**src/bit_unit_pkg.sv**
```systemverilog
// How it works
// - set-bit forces the selected operand bit to one, others kept.
// - clear-bit forces the selected operand bit to zero, others kept.
// - invert-bit complements the selected bit and writes the byte back.
// - test-bit loads the complement of the selected bit into Z; operand unchanged.
// - set, clear, invert, test take bit number from immediate or register low bits.
// - bit-AND writes carry AND selected bit into carry.
// - inverted bit-AND writes carry AND complemented bit into carry.
// - bit-OR writes carry OR selected bit into carry.
// - inverted bit-OR writes carry OR complemented bit into carry.
// - bit-XOR writes carry XOR selected bit into carry.
// - inverted bit-XOR writes carry XOR complemented bit into carry.
// - bit-load copies the selected bit into carry.
// - inverted bit-load copies the complemented bit into carry.
// - bit-store writes carry into the selected bit, others kept.
// - inverted bit-store writes complemented carry into the selected bit.
// - inverted carry operations take bit number only from the immediate field.
package bit_unit_pkg;

	// ****************************************
	// widths and reset values
	// ****************************************
	localparam int          DATA_W     = 8;
	localparam int          BITNO_W    = 3;
	localparam logic [7:0]  RST_DATA   = 8'h00;
	localparam logic        RST_FLAG   = 1'b0;

	// ****************************************
	// operation codes
	// ****************************************
	typedef enum logic [3:0] {
		set_bit_op                = 4'h0,
		clear_bit_op              = 4'h1,
		invert_bit_op             = 4'h2,
		test_bit_op               = 4'h3,
		carry_and_bit_op          = 4'h4,
		carry_and_inv_bit_op      = 4'h5,
		carry_or_bit_op           = 4'h6,
		carry_or_inv_bit_op       = 4'h7,
		carry_xor_bit_op          = 4'h8,
		carry_xor_inv_bit_op      = 4'h9,
		load_bit_to_carry_op      = 4'hA,
		load_inv_bit_to_carry_op  = 4'hB,
		store_carry_to_bit_op     = 4'hC,
		store_inv_carry_to_bit_op = 4'hD
	} bit_op_t;

	// request from the decoder
	typedef struct packed {
		bit_op_t     op;      // operation
		logic        in_mem;  // operand lives in memory
		logic        use_reg; // bit number from register low bits
		logic [2:0]  imm;     // immediate bit number
		logic [7:0]  bit_reg; // register holding bit number
		logic [7:0]  reg_val; // register operand value
	} bit_req_t;

	// result to register file / flags
	typedef struct packed {
		logic        reg_we;  // write reg result
		logic        c_we;    // carry updated
		logic        z_we;    // zero updated
		logic [7:0]  data;    // result byte
		logic        c;       // new carry
		logic        z;       // new zero
	} bit_res_t;

	// state machine
	typedef enum logic [3:0] {
		ST_IDLE  = 4'b0001,
		ST_READ  = 4'b0010,
		ST_WRITE = 4'b0100,
		ST_DONE  = 4'b1000
	} bit_state_t;

endpackage : bit_unit_pkg

```
**src/bit_compute.sv**
```systemverilog
`timescale 1ns/1ps
// ****************************************
// combinational bit arithmetic
// ****************************************
module bit_compute (
	input  wire bit_unit_pkg::bit_op_t op,     // operation
	input  wire logic [2:0]            bitno,  // bit number
	input  wire logic [7:0]            din,    // operand byte
	input  wire logic                  c_in,   // current carry
	output logic [7:0]                 dout,   // modified byte
	output logic                       c_out,  // new carry
	output logic                       z_out,  // new zero
	output logic                       wr,     // operand is modified
	output logic                       c_upd,  // carry is updated
	output logic                       z_upd   // zero is updated
);
	import bit_unit_pkg::*;

	logic [7:0] mask;
	logic       b;

	assign mask = 8'h01 << bitno;
	assign b    = din[bitno];

	// one case per operation; defaults keep everything else untouched
	always_comb begin
		dout  = din;
		c_out = c_in;
		z_out = 1'b0;
		wr    = 1'b0;
		c_upd = 1'b0;
		z_upd = 1'b0;
		unique case (op)
			set_bit_op: begin
				dout = din | mask;
				wr   = 1'b1;
			end
			clear_bit_op: begin
				dout = din & ~mask;
				wr   = 1'b1;
			end
			invert_bit_op: begin
				dout = din ^ mask;
				wr   = 1'b1;
			end
			test_bit_op: begin
				z_out = ~b;
				z_upd = 1'b1;
			end
			carry_and_bit_op: begin
				c_out = c_in & b;
				c_upd = 1'b1;
			end
			carry_and_inv_bit_op: begin
				c_out = c_in & ~b;
				c_upd = 1'b1;
			end
			carry_or_bit_op: begin
				c_out = c_in | b;
				c_upd = 1'b1;
			end
			carry_or_inv_bit_op: begin
				c_out = c_in | ~b;
				c_upd = 1'b1;
			end
			carry_xor_bit_op: begin
				c_out = c_in ^ b;
				c_upd = 1'b1;
			end
			carry_xor_inv_bit_op: begin
				c_out = c_in ^ ~b;
				c_upd = 1'b1;
			end
			load_bit_to_carry_op: begin
				c_out = b;
				c_upd = 1'b1;
			end
			load_inv_bit_to_carry_op: begin
				c_out = ~b;
				c_upd = 1'b1;
			end
			store_carry_to_bit_op: begin
				dout = c_in ? (din | mask) : (din & ~mask);
				wr   = 1'b1;
			end
			store_inv_carry_to_bit_op: begin
				dout = c_in ? (din & ~mask) : (din | mask);
				wr   = 1'b1;
			end
			default: begin
				// undefined codes do nothing at all
				dout = din;
			end
		endcase
	end

endmodule : bit_compute

```
**src/bit_manip_unit.sv**
```systemverilog
`timescale 1ns/1ps
// ****************************************
// bit manipulation unit top
// ****************************************
module bit_manip_unit (
	input  wire logic                   clk,        // cpu clock, 20 MHz
	input  wire logic                   sys_rst,    // synchronous reset, high
	input  wire logic                   req_valid,  // start pulse from decoder
	input  wire bit_unit_pkg::bit_req_t req,        // operation request
	input  wire logic                   c_flag,     // current carry flag
	output logic                        busy,       // operation in progress
	output logic                        done,       // one-cycle completion pulse
	output bit_unit_pkg::bit_res_t      res,        // registered result
	output logic                        mem_rd,     // memory read strobe
	output logic                        mem_wr,     // memory write strobe
	output logic [7:0]                  mem_wdata,  // byte to memory
	input  wire logic                   mem_ack,    // memory access complete
	input  wire logic [7:0]             mem_rdata   // byte from memory
);
	import bit_unit_pkg::*;

	bit_state_t  state_ff, nxt_state;
	bit_req_t    req_ff;
	logic [7:0]  opnd_ff;
	logic        c_ff;
	logic [2:0]  bitno;
	logic [7:0]  cdout;
	logic        cc, cz, cwr, cc_upd, cz_upd;
	bit_res_t    res_ff;
	logic        done_ff;
	logic        mem_rd_ff, mem_wr_ff;
	logic [7:0]  mem_wdata_ff;

	// ****************************************
	// helpers
	// ****************************************
	bit_select u_sel (
		.use_reg (req_ff.use_reg),
		.op      (req_ff.op),
		.imm     (req_ff.imm),
		.bit_reg (req_ff.bit_reg),
		.bitno   (bitno)
	);

	bit_compute u_cmp (
		.op    (req_ff.op),
		.bitno (bitno),
		.din   (opnd_ff),
		.c_in  (c_ff),
		.dout  (cdout),
		.c_out (cc),
		.z_out (cz),
		.wr    (cwr),
		.c_upd (cc_upd),
		.z_upd (cz_upd)
	);

	// ****************************************
	// sequencing
	// ****************************************
	// next state: memory operands take a read, then a write only if modified
	always_comb begin
		nxt_state = state_ff;
		unique case (state_ff)
			ST_IDLE: begin
				if (req_valid) begin
					nxt_state = req.in_mem ? ST_READ : ST_DONE;
				end
			end
			ST_READ: begin
				if (mem_ack) begin
					nxt_state = ST_DONE;
				end
			end
			ST_DONE: begin
				// memory write needed for modifying ops
				nxt_state = (req_ff.in_mem && cwr) ? ST_WRITE : ST_IDLE;
			end
			ST_WRITE: begin
				if (mem_ack) begin
					nxt_state = ST_IDLE;
				end
			end
			default: begin
				nxt_state = ST_IDLE;
			end
		endcase
	end

	always_ff @(posedge clk) begin
		if (sys_rst) begin
			state_ff <= ST_IDLE;
		end else begin
			state_ff <= nxt_state;
		end
	end

	// capture request and carry when accepted
	always_ff @(posedge clk) begin
		if (sys_rst) begin
			req_ff <= '0;
			c_ff   <= RST_FLAG;
		end else if (state_ff == ST_IDLE && req_valid) begin
			req_ff <= req;
			c_ff   <= c_flag;
		end
	end

	// operand byte: register value now, memory byte on read ack
	always_ff @(posedge clk) begin
		if (sys_rst) begin
			opnd_ff <= RST_DATA;
		end else if (state_ff == ST_IDLE && req_valid) begin
			opnd_ff <= req.reg_val;
		end else if (state_ff == ST_READ && mem_ack) begin
			opnd_ff <= mem_rdata;
		end
	end

	// ****************************************
	// results
	// ****************************************
	// result is latched in ST_DONE; the write enables gate what changes
	always_ff @(posedge clk) begin
		if (sys_rst) begin
			res_ff  <= '0;
			done_ff <= 1'b0;
		end else begin
			done_ff <= 1'b0;
			if (state_ff == ST_DONE) begin
				res_ff.data   <= cdout;
				res_ff.reg_we <= cwr && !req_ff.in_mem;
				res_ff.c_we   <= cc_upd;
				res_ff.z_we   <= cz_upd;
				res_ff.c      <= cc;
				res_ff.z      <= cz;
				// register ops finish now, memory writes finish on ack
				done_ff       <= !(req_ff.in_mem && cwr);
			end else if (state_ff == ST_WRITE && mem_ack) begin
				done_ff <= 1'b1;
			end
		end
	end

	// memory strobes held until ack; whole byte is written back
	always_ff @(posedge clk) begin
		if (sys_rst) begin
			mem_rd_ff    <= 1'b0;
			mem_wr_ff    <= 1'b0;
			mem_wdata_ff <= RST_DATA;
		end else begin
			mem_rd_ff <= (nxt_state == ST_READ);
			mem_wr_ff <= (nxt_state == ST_WRITE);
			if (state_ff == ST_DONE) begin
				mem_wdata_ff <= cdout;
			end
		end
	end

	assign busy      = (state_ff != ST_IDLE);
	assign done      = done_ff;
	assign res       = res_ff;
	assign mem_rd    = mem_rd_ff;
	assign mem_wr    = mem_wr_ff;
	assign mem_wdata = mem_wdata_ff;

endmodule : bit_manip_unit

```
**src/bit_select.sv**
```systemverilog
`timescale 1ns/1ps
// ****************************************
// bit number selection
// ****************************************
module bit_select (
	input  wire logic                      use_reg,  // register source requested
	input  wire bit_unit_pkg::bit_op_t     op,       // operation
	input  wire logic [2:0]                imm,      // immediate bit number
	input  wire logic [7:0]                bit_reg,  // register source
	output logic [2:0]                     bitno     // chosen bit number
);
	import bit_unit_pkg::*;

	logic reg_allowed;

	// only set/clear/invert/test may use a register source
	assign reg_allowed = (op == set_bit_op) || (op == clear_bit_op) ||
		(op == invert_bit_op) || (op == test_bit_op);
	assign bitno = (use_reg && reg_allowed) ? bit_reg[2:0] : imm;

endmodule : bit_select

```
**config.mk**
```make
export PLATFORM = sky130hd
export DESIGN_NAME = bit_manip_unit
export DESIGN_NICKNAME = d
export VERILOG_FILES = /design/src/bit_unit_pkg.sv /design/src/bit_compute.sv /design/src/bit_manip_unit.sv /design/src/bit_select.sv
export SDC_FILE = /design/constraint.sdc
export NUM_CORES = 1
export LEC_CHECK = 0
export ABC_AREA = 1
export BUFFER_PORTS_ARGS = -buffer_cell sky130_fd_sc_hd__clkbuf_2
export CORE_MARGIN = 8
export CORE_UTILIZATION = 50
export CTS_CLUSTER_DIAMETER = 120
export DETAILED_ROUTE_END_ITERATION = 10
export GPL_ROUTABILITY_DRIVEN = 1
export PLACE_DENSITY_LB_ADDON = 0.08
export SETUP_SLACK_MARGIN = 0.1
export SYNTH_ARGS = -nofsm -noshare
export SYNTH_HDL_FRONTEND = slang
export SYNTH_SLANG_ARGS = --single-unit
```
**constraint.sdc**
```tcl
create_clock -name clk -period 2.98 [get_ports clk]
set_clock_uncertainty 0.1 [all_clocks]
set_input_delay 0 -clock clk [delete_from_list [all_inputs] [get_ports clk]]
set_output_delay 0 -clock clk [all_outputs]
set_load 0.05 [all_outputs]
```
## After elaboration in Yosys (flattened, before gate mapping)

Cells that the tools add are included.

| storage, ports and cells | value |
|---|---|
| bits in registers | 41 |
| input bits | 38 |
| output and inout bits | 25 |
| word-level logic and storage cells | 86 |

| operators by class | value |
|---|---|
| order comparisons | 1 |
| equal/unequal tests | 20 |
| shift operators | 1 |
| mux-type cells | 21 |
| bitwise gates (word level) | 11 |
| reductions and logical operators | 15 |

Operators with widths:

| kind | number |
|---|---|
| case mux 8 bit (5 select lines) | 1 |
| 2-to-1 mux 8 bit | 4 |
| == test 4 bit (second input constant) | 7 |
| == test 4 x 3 -> 1 bit (second input constant) | 6 |
| == test 4 x 2 -> 1 bit (second input constant) | 4 |
| 2-to-1 mux 4 bit | 4 |
| case mux 4 bit (4 select lines) | 1 |
| AND 8 bit | 1 |
| == test 4 x 1 -> 1 bit (second input constant) | 2 |
| NOT 8 bit | 1 |
| OR 8 bit | 1 |
| case mux 1 bit (8 select lines) | 1 |
| OR reduction 8 bit | 1 |
| left shift 1 x 3 -> 8 bit (first input constant) | 1 |
| bitwise XOR 8 bit | 1 |
| 2-to-1 mux 1 bit | 7 |
| logical AND 1 bit | 6 |
| 2-to-1 mux 3 bit | 2 |
| OR reduction 5 bit | 1 |
| zero test 4 bit | 1 |
| < comparator 3 x 4 -> 1 bit (second input constant) | 1 |
| inequality test 4 x 1 -> 1 bit (second input constant) | 1 |
| binary-select mux 1 bit (select 3 bit) | 1 |
| logical OR 1 bit | 3 |
| other kinds (6) | 10 |

## Depth between registers and ports, before layout

| depth | value |
|---|---|
| word-level depth | 11 |
| mapped depth | 17 |
| mapped depth without buffers | 17 |

## Modules after synthesis

From an unflattened synthesis, not the netlist that was laid out.

| unflattened totals | value |
|---|---|
| cell total of the unflattened synthesis | 418 |
| area, all modules | 2894.0 µm² |

By module, submodules not included:

| module | instances | cells an instance | area an instance (µm²) | sequential area each (µm²) |
|---|---|---|---|---|
| bit_manip_unit | 1 | 256 | 1938.1 | 920.9 |
| bit_compute | 1 | 151 | 905.9 | 0.0 |
| bit_select | 1 | 11 | 50.0 | 0.0 |

## Least setup slack after synthesis

No wires, ideal clock.

| path | value |
|---|---|
| path type | register -> register |
| from | register req_ff[23] (netlist name) |
| to | register mem_wdata_ff[1] (netlist: mem_wdata[1]) |
| library setup time | 132 ps |
| arrival | 2035 ps |
| data required time | 2748 ps |
| path slack | 713 ps |
| cell stages (with the launch flop) | 14 |
| path buffers | 0 |
| period minus slack after synthesis | 2267 ps |
| path through | dfxtp_1 inv_1 ha_1 nand2_4 nand2_1 o21ai_4 inv_2 nor2_2 inv_1 ha_1 a41oi_1 nand3_1 o211ai_1 a21oi_1 |

| between the ends | value |
|---|---|
| cells in the longest elaborated chain, start to end | 11 |
| elaborated cells on any way between the ends | 19 |
| classes of those cells | 5 x eq/ne; 1 x shift; 4 x mux; 4 x bitwise; 5 x reduce/logical |

Ends and longest elaborated chain:

| item | RTL line | RTL |
|---|---|---|
| from (decl) | bit_manip_unit.sv:23 | `bit_req_t req_ff;` |
| from (signal assigned) | bit_manip_unit.sv:104 | `req_ff <= req;` |
| == test 4 x 1 -> 1 bit / zero test 4 bit (equally long branches) | bit_compute.sv:33, bit_select.sv:17 |  |
| logical OR 1 bit (2 in series) | bit_select.sv:17 | `assign reg_allowed = (op == set_bit_op) \|\| (op == clear_bit_op) \|\|` |
| logical OR 1 bit | bit_select.sv:18 | `(op == invert_bit_op) \|\| (op == test_bit_op);` |
| logical AND 1 bit | bit_select.sv:19 | `assign bitno = (use_reg && reg_allowed) ? bit_reg[2:0] : imm;` |
| 2-to-1 mux 3 bit | bit_select.sv:19 |  |
| left shift 1 x 3 -> 8 bit | bit_compute.sv:22 | `assign mask = 8'h01 << bitno;` |
| NOT 8 bit | bit_compute.sv:39, bit_compute.sv:83, bit_compute.sv:87 |  |
| AND 8 bit | bit_compute.sv:39, bit_compute.sv:83, bit_compute.sv:87 |  |
| 2-to-1 mux 8 bit, on equally long branches | bit_compute.sv:87, bit_compute.sv:83 |  |
| case mux 8 bit (5 select lines) * | bit_compute.sv:33 | `unique case (op)` |
| to (signal assigned) | bit_manip_unit.sv:155 | `mem_wdata_ff <= cdout;` |
| to (decl) | bit_manip_unit.sv:32 | `logic [7:0] mem_wdata_ff;` |

Mark *: on every way between the ends. The rest lies on a longest branch, timed or not.
A chain may end at the register's enable or synchronous reset.

## Worst setup path after layout

| path | value |
|---|---|
| from | register req_ff[23] (netlist name) |
| to | register mem_wdata_ff[6] (netlist: mem_wdata[6]) |

The elaborated chain is that of the path after synthesis.

==> reports/metrics.yaml <==
status: "completed"
slowest_stage: "dfxtp_1"
drive_above_1_share: 0.207
powerDensity_nw_per_um2: 461
seq_area_um2: 821
cp_data_arrival_time_ps: 2610
rsz0062_at_grt: "false"
cts_tree: "yes"
grt_pass1_wl_um: 11900
path_common_cell: "inv_1"
hold_start: "req[7]"
htree_levels: 2
drc: 0
cts_sinks: 41
io_buffers: 57
clock_path_buffers: 2
crit_start: "req_ff[23]$_SDFFE_PP0P_"
worstSkewPairLatency_ps: 300
cts_buffers: 5
cts.reportedPaths.clkPinSlew_ps: 80
synth_fa_ha_area_frac: 0.0950
grt_max_degree: 42
tns_ps: 0
synth-edff-count: 0
fmax_mhz: 389
synth-simple-area-share: 0.223
yosys.cell_types.count: 29
grt_overflow: 0
syn_inst: 365
p_leak_nw: 1.43
ys_ff_latch: 41
postCtsSetupBuffers: 0
final_common_cell: "nand2_1"
setup_violations: 0
totalWireLength_um: 7170
cp_cell_sequence: "inv_1 -> ha_1 -> buf_4 -> nand3_2 -> nand2_2 -> inv_1 -> nand2_1 -> nor2_1 -> inv_1 -> ha_1 -> inv_1 -> o22ai_1 -> a41oi_1 -> nand3_1 -> o211ai_1 -> a21oi_1"
dp_hpwl_um: 5040
first_pass_iters: 5
die_w_um: 88.6
end_kind: "register"
ios: 63
die_y_um: 88.6
multi_input_area_um2: 1490
fin_nets: 493
worstMarginPinSlew_ps: 845
min_period_ps: 2570
postSynthAreaPerCell_um2: 7.22
ys.flop_type: "dfxtp_1"
grt.total_usage: 0.190
required_ps: 3020
instances_no_fill: 505
wl_per_cell_um: 14.2
drv_slew: 0
async_reset_ff_frac: 0
area_delta_synth_final_pct: 23.1
slew_headroom: 0.437
cts_hold_buffers: 24
gp_congestion: 0.849
cp-start-kind: "register"
period_share: 0.862
layout_common_cells: "nand2_1 (62), clkbuf_2 (57), inv_1 (49)"
rows: 26
synth_compound_area_frac: 0.244
yosysTopAreaCellShare: 0.312
hp-class: "in -> reg"
final_hold_viol_count: 0
dp.cells: 474
initial_core_util: 0.516
via_per_inst: 5.27
ys_warn_count: 0
n_antenna_cell: 0
postRouteAntennaNets: 0
vias: 2659
synth_top_family_by_area: "compound AO/OA/AOI/OAI gates"
critical_path.max_fanout: 7
dieArea_um2: 7850
netlist_area_um2: 2630
synth_seq_area_share: 0.312
syn_nets: 423
fillers: 481
drtIter0Drc: 171
synthMuxAreaShare: 0
synth_area_leader_cell: "dfxtp_1"
worst-setup-path-type: "reg -> reg"
core_area_um2: 5110
crit-reg2reg-launch: "req_ff[23]$_SDFFE_PP0P_"
yosys-top-cells-area: "dfxtp_1 (31%), ha_1 (9.5%), nand2_1 (8.8%)"
synth-xor-area-share: 0.00333
cap_violations: 0
grt_pass1_vias: 2634
max_stage_delay_ps: 370
antenna_found_initial: 0
cts-root-buf: "clkbuf_8"
ir_drop_mv: 0.354
cts-resized-gates: 0
## layer usage
metal / global-route usage / share of wire / vias up
li1: - / - / 1362
met2: 0.329 / 0.49 / 65
met4: 0.0645 / 0.014 / 0
met3: 0.0427 / 0.060 / 9
met5: 0 / 0 / -
met1: 0.225 / 0.44 / 1223
## worst max-delay path, delay by kind of cell (launching register included)
kind                       cells  cell delay, ps
AOI/OAI and AO/OA              4             470
DFF                            1             370
adders and majority gates      2             440
and+or+nand+nor                5             560
buffers and inverters          5             500
## registers in the layout (all words and copies together) (netlist names)
register	cells
req_ff	12
mem_wdata	8
opnd_ff	8
res	5
state_ff	4
c_ff	1
done	1
mem_rd	1
mem_wr	1
## cells in the mapped netlist, types with 2 or more instances
cell type / n
o21ai_1: 6
a41oi_1: 9
dfxtp_1: 41
o21ai_0: 11
nand2_2: 2
inv_1: 49
nand2_4: 2
clkbuf_1: 9
o22ai_1: 9
inv_2: 4
nor2_1: 20
a21oi_1: 36
o211ai_1: 9
nand4_1: 2
o21ai_4: 2
nand3_1: 25
nand3_2: 3
nor2_2: 6
o21bai_1: 8
buf_2: 6
a211oi_1: 11
ha_1: 20
nand2_1: 62
buf_4: 8
## stage by stage
step	area, µm²	worst slack (ps)	power, mW	utilization	hold slack (ps)
floorplan	2630	713	0.991	-	34.1
global placement	2920	465	1.10	0.572	138
detailed placement	2920	425	1.11	0.572	141
CTS	3240	411	1.50	0.635	13.9
global route	3240	142	1.59	0.635	52.2
finish	3240	410	1.49	0.635	17.5
## layout make-up
cell class / count / share of cell area
multi-input combinational: 248 / 0.460
tap: 70 / 0.0270
inverter: 53 / 0.0614
clock inverter: 1 / 0.00270
clock buffer: 6 / 0.0224
sequential: 41 / 0.253
timing repair buffer: 86 / 0.174
## path summary, 6_finish.rpt
kind	end	slack [ps]	cells after the start
worst max register to register	mem_wdata[6]$_SDFFE_PP0P_	410	16
worst min-delay path	opnd_ff[7]$_SDFFE_PP0P_	20	4
worst min register to register	req_ff[17]$_SDFFE_PP0P_	370	2
worst max-delay path	mem_wdata[6]$_SDFFE_PP0P_	410	16
## where the power goes
group / internal [mW] / leakage [nW] / switching, mW
Sequential: 0.585 / 0.335 / 0.0352
Clock: 0.163 / 0.0412 / 0.201
Combinational: 0.184 / 1.06 / 0.327
## cells by family (layout without fill, tap and decap cells)
logic type / count (synthesis) / after routing
and+or+nand+nor: 126 / 126
AOI/OAI and AO/OA: 101 / 101
buffers and inverters: 76 / 146
DFF: 41 / 41
adders and majority gates: 20 / 20
xor gates and xnor gates: 1 / 1
(Power assumes the default switching activity.)
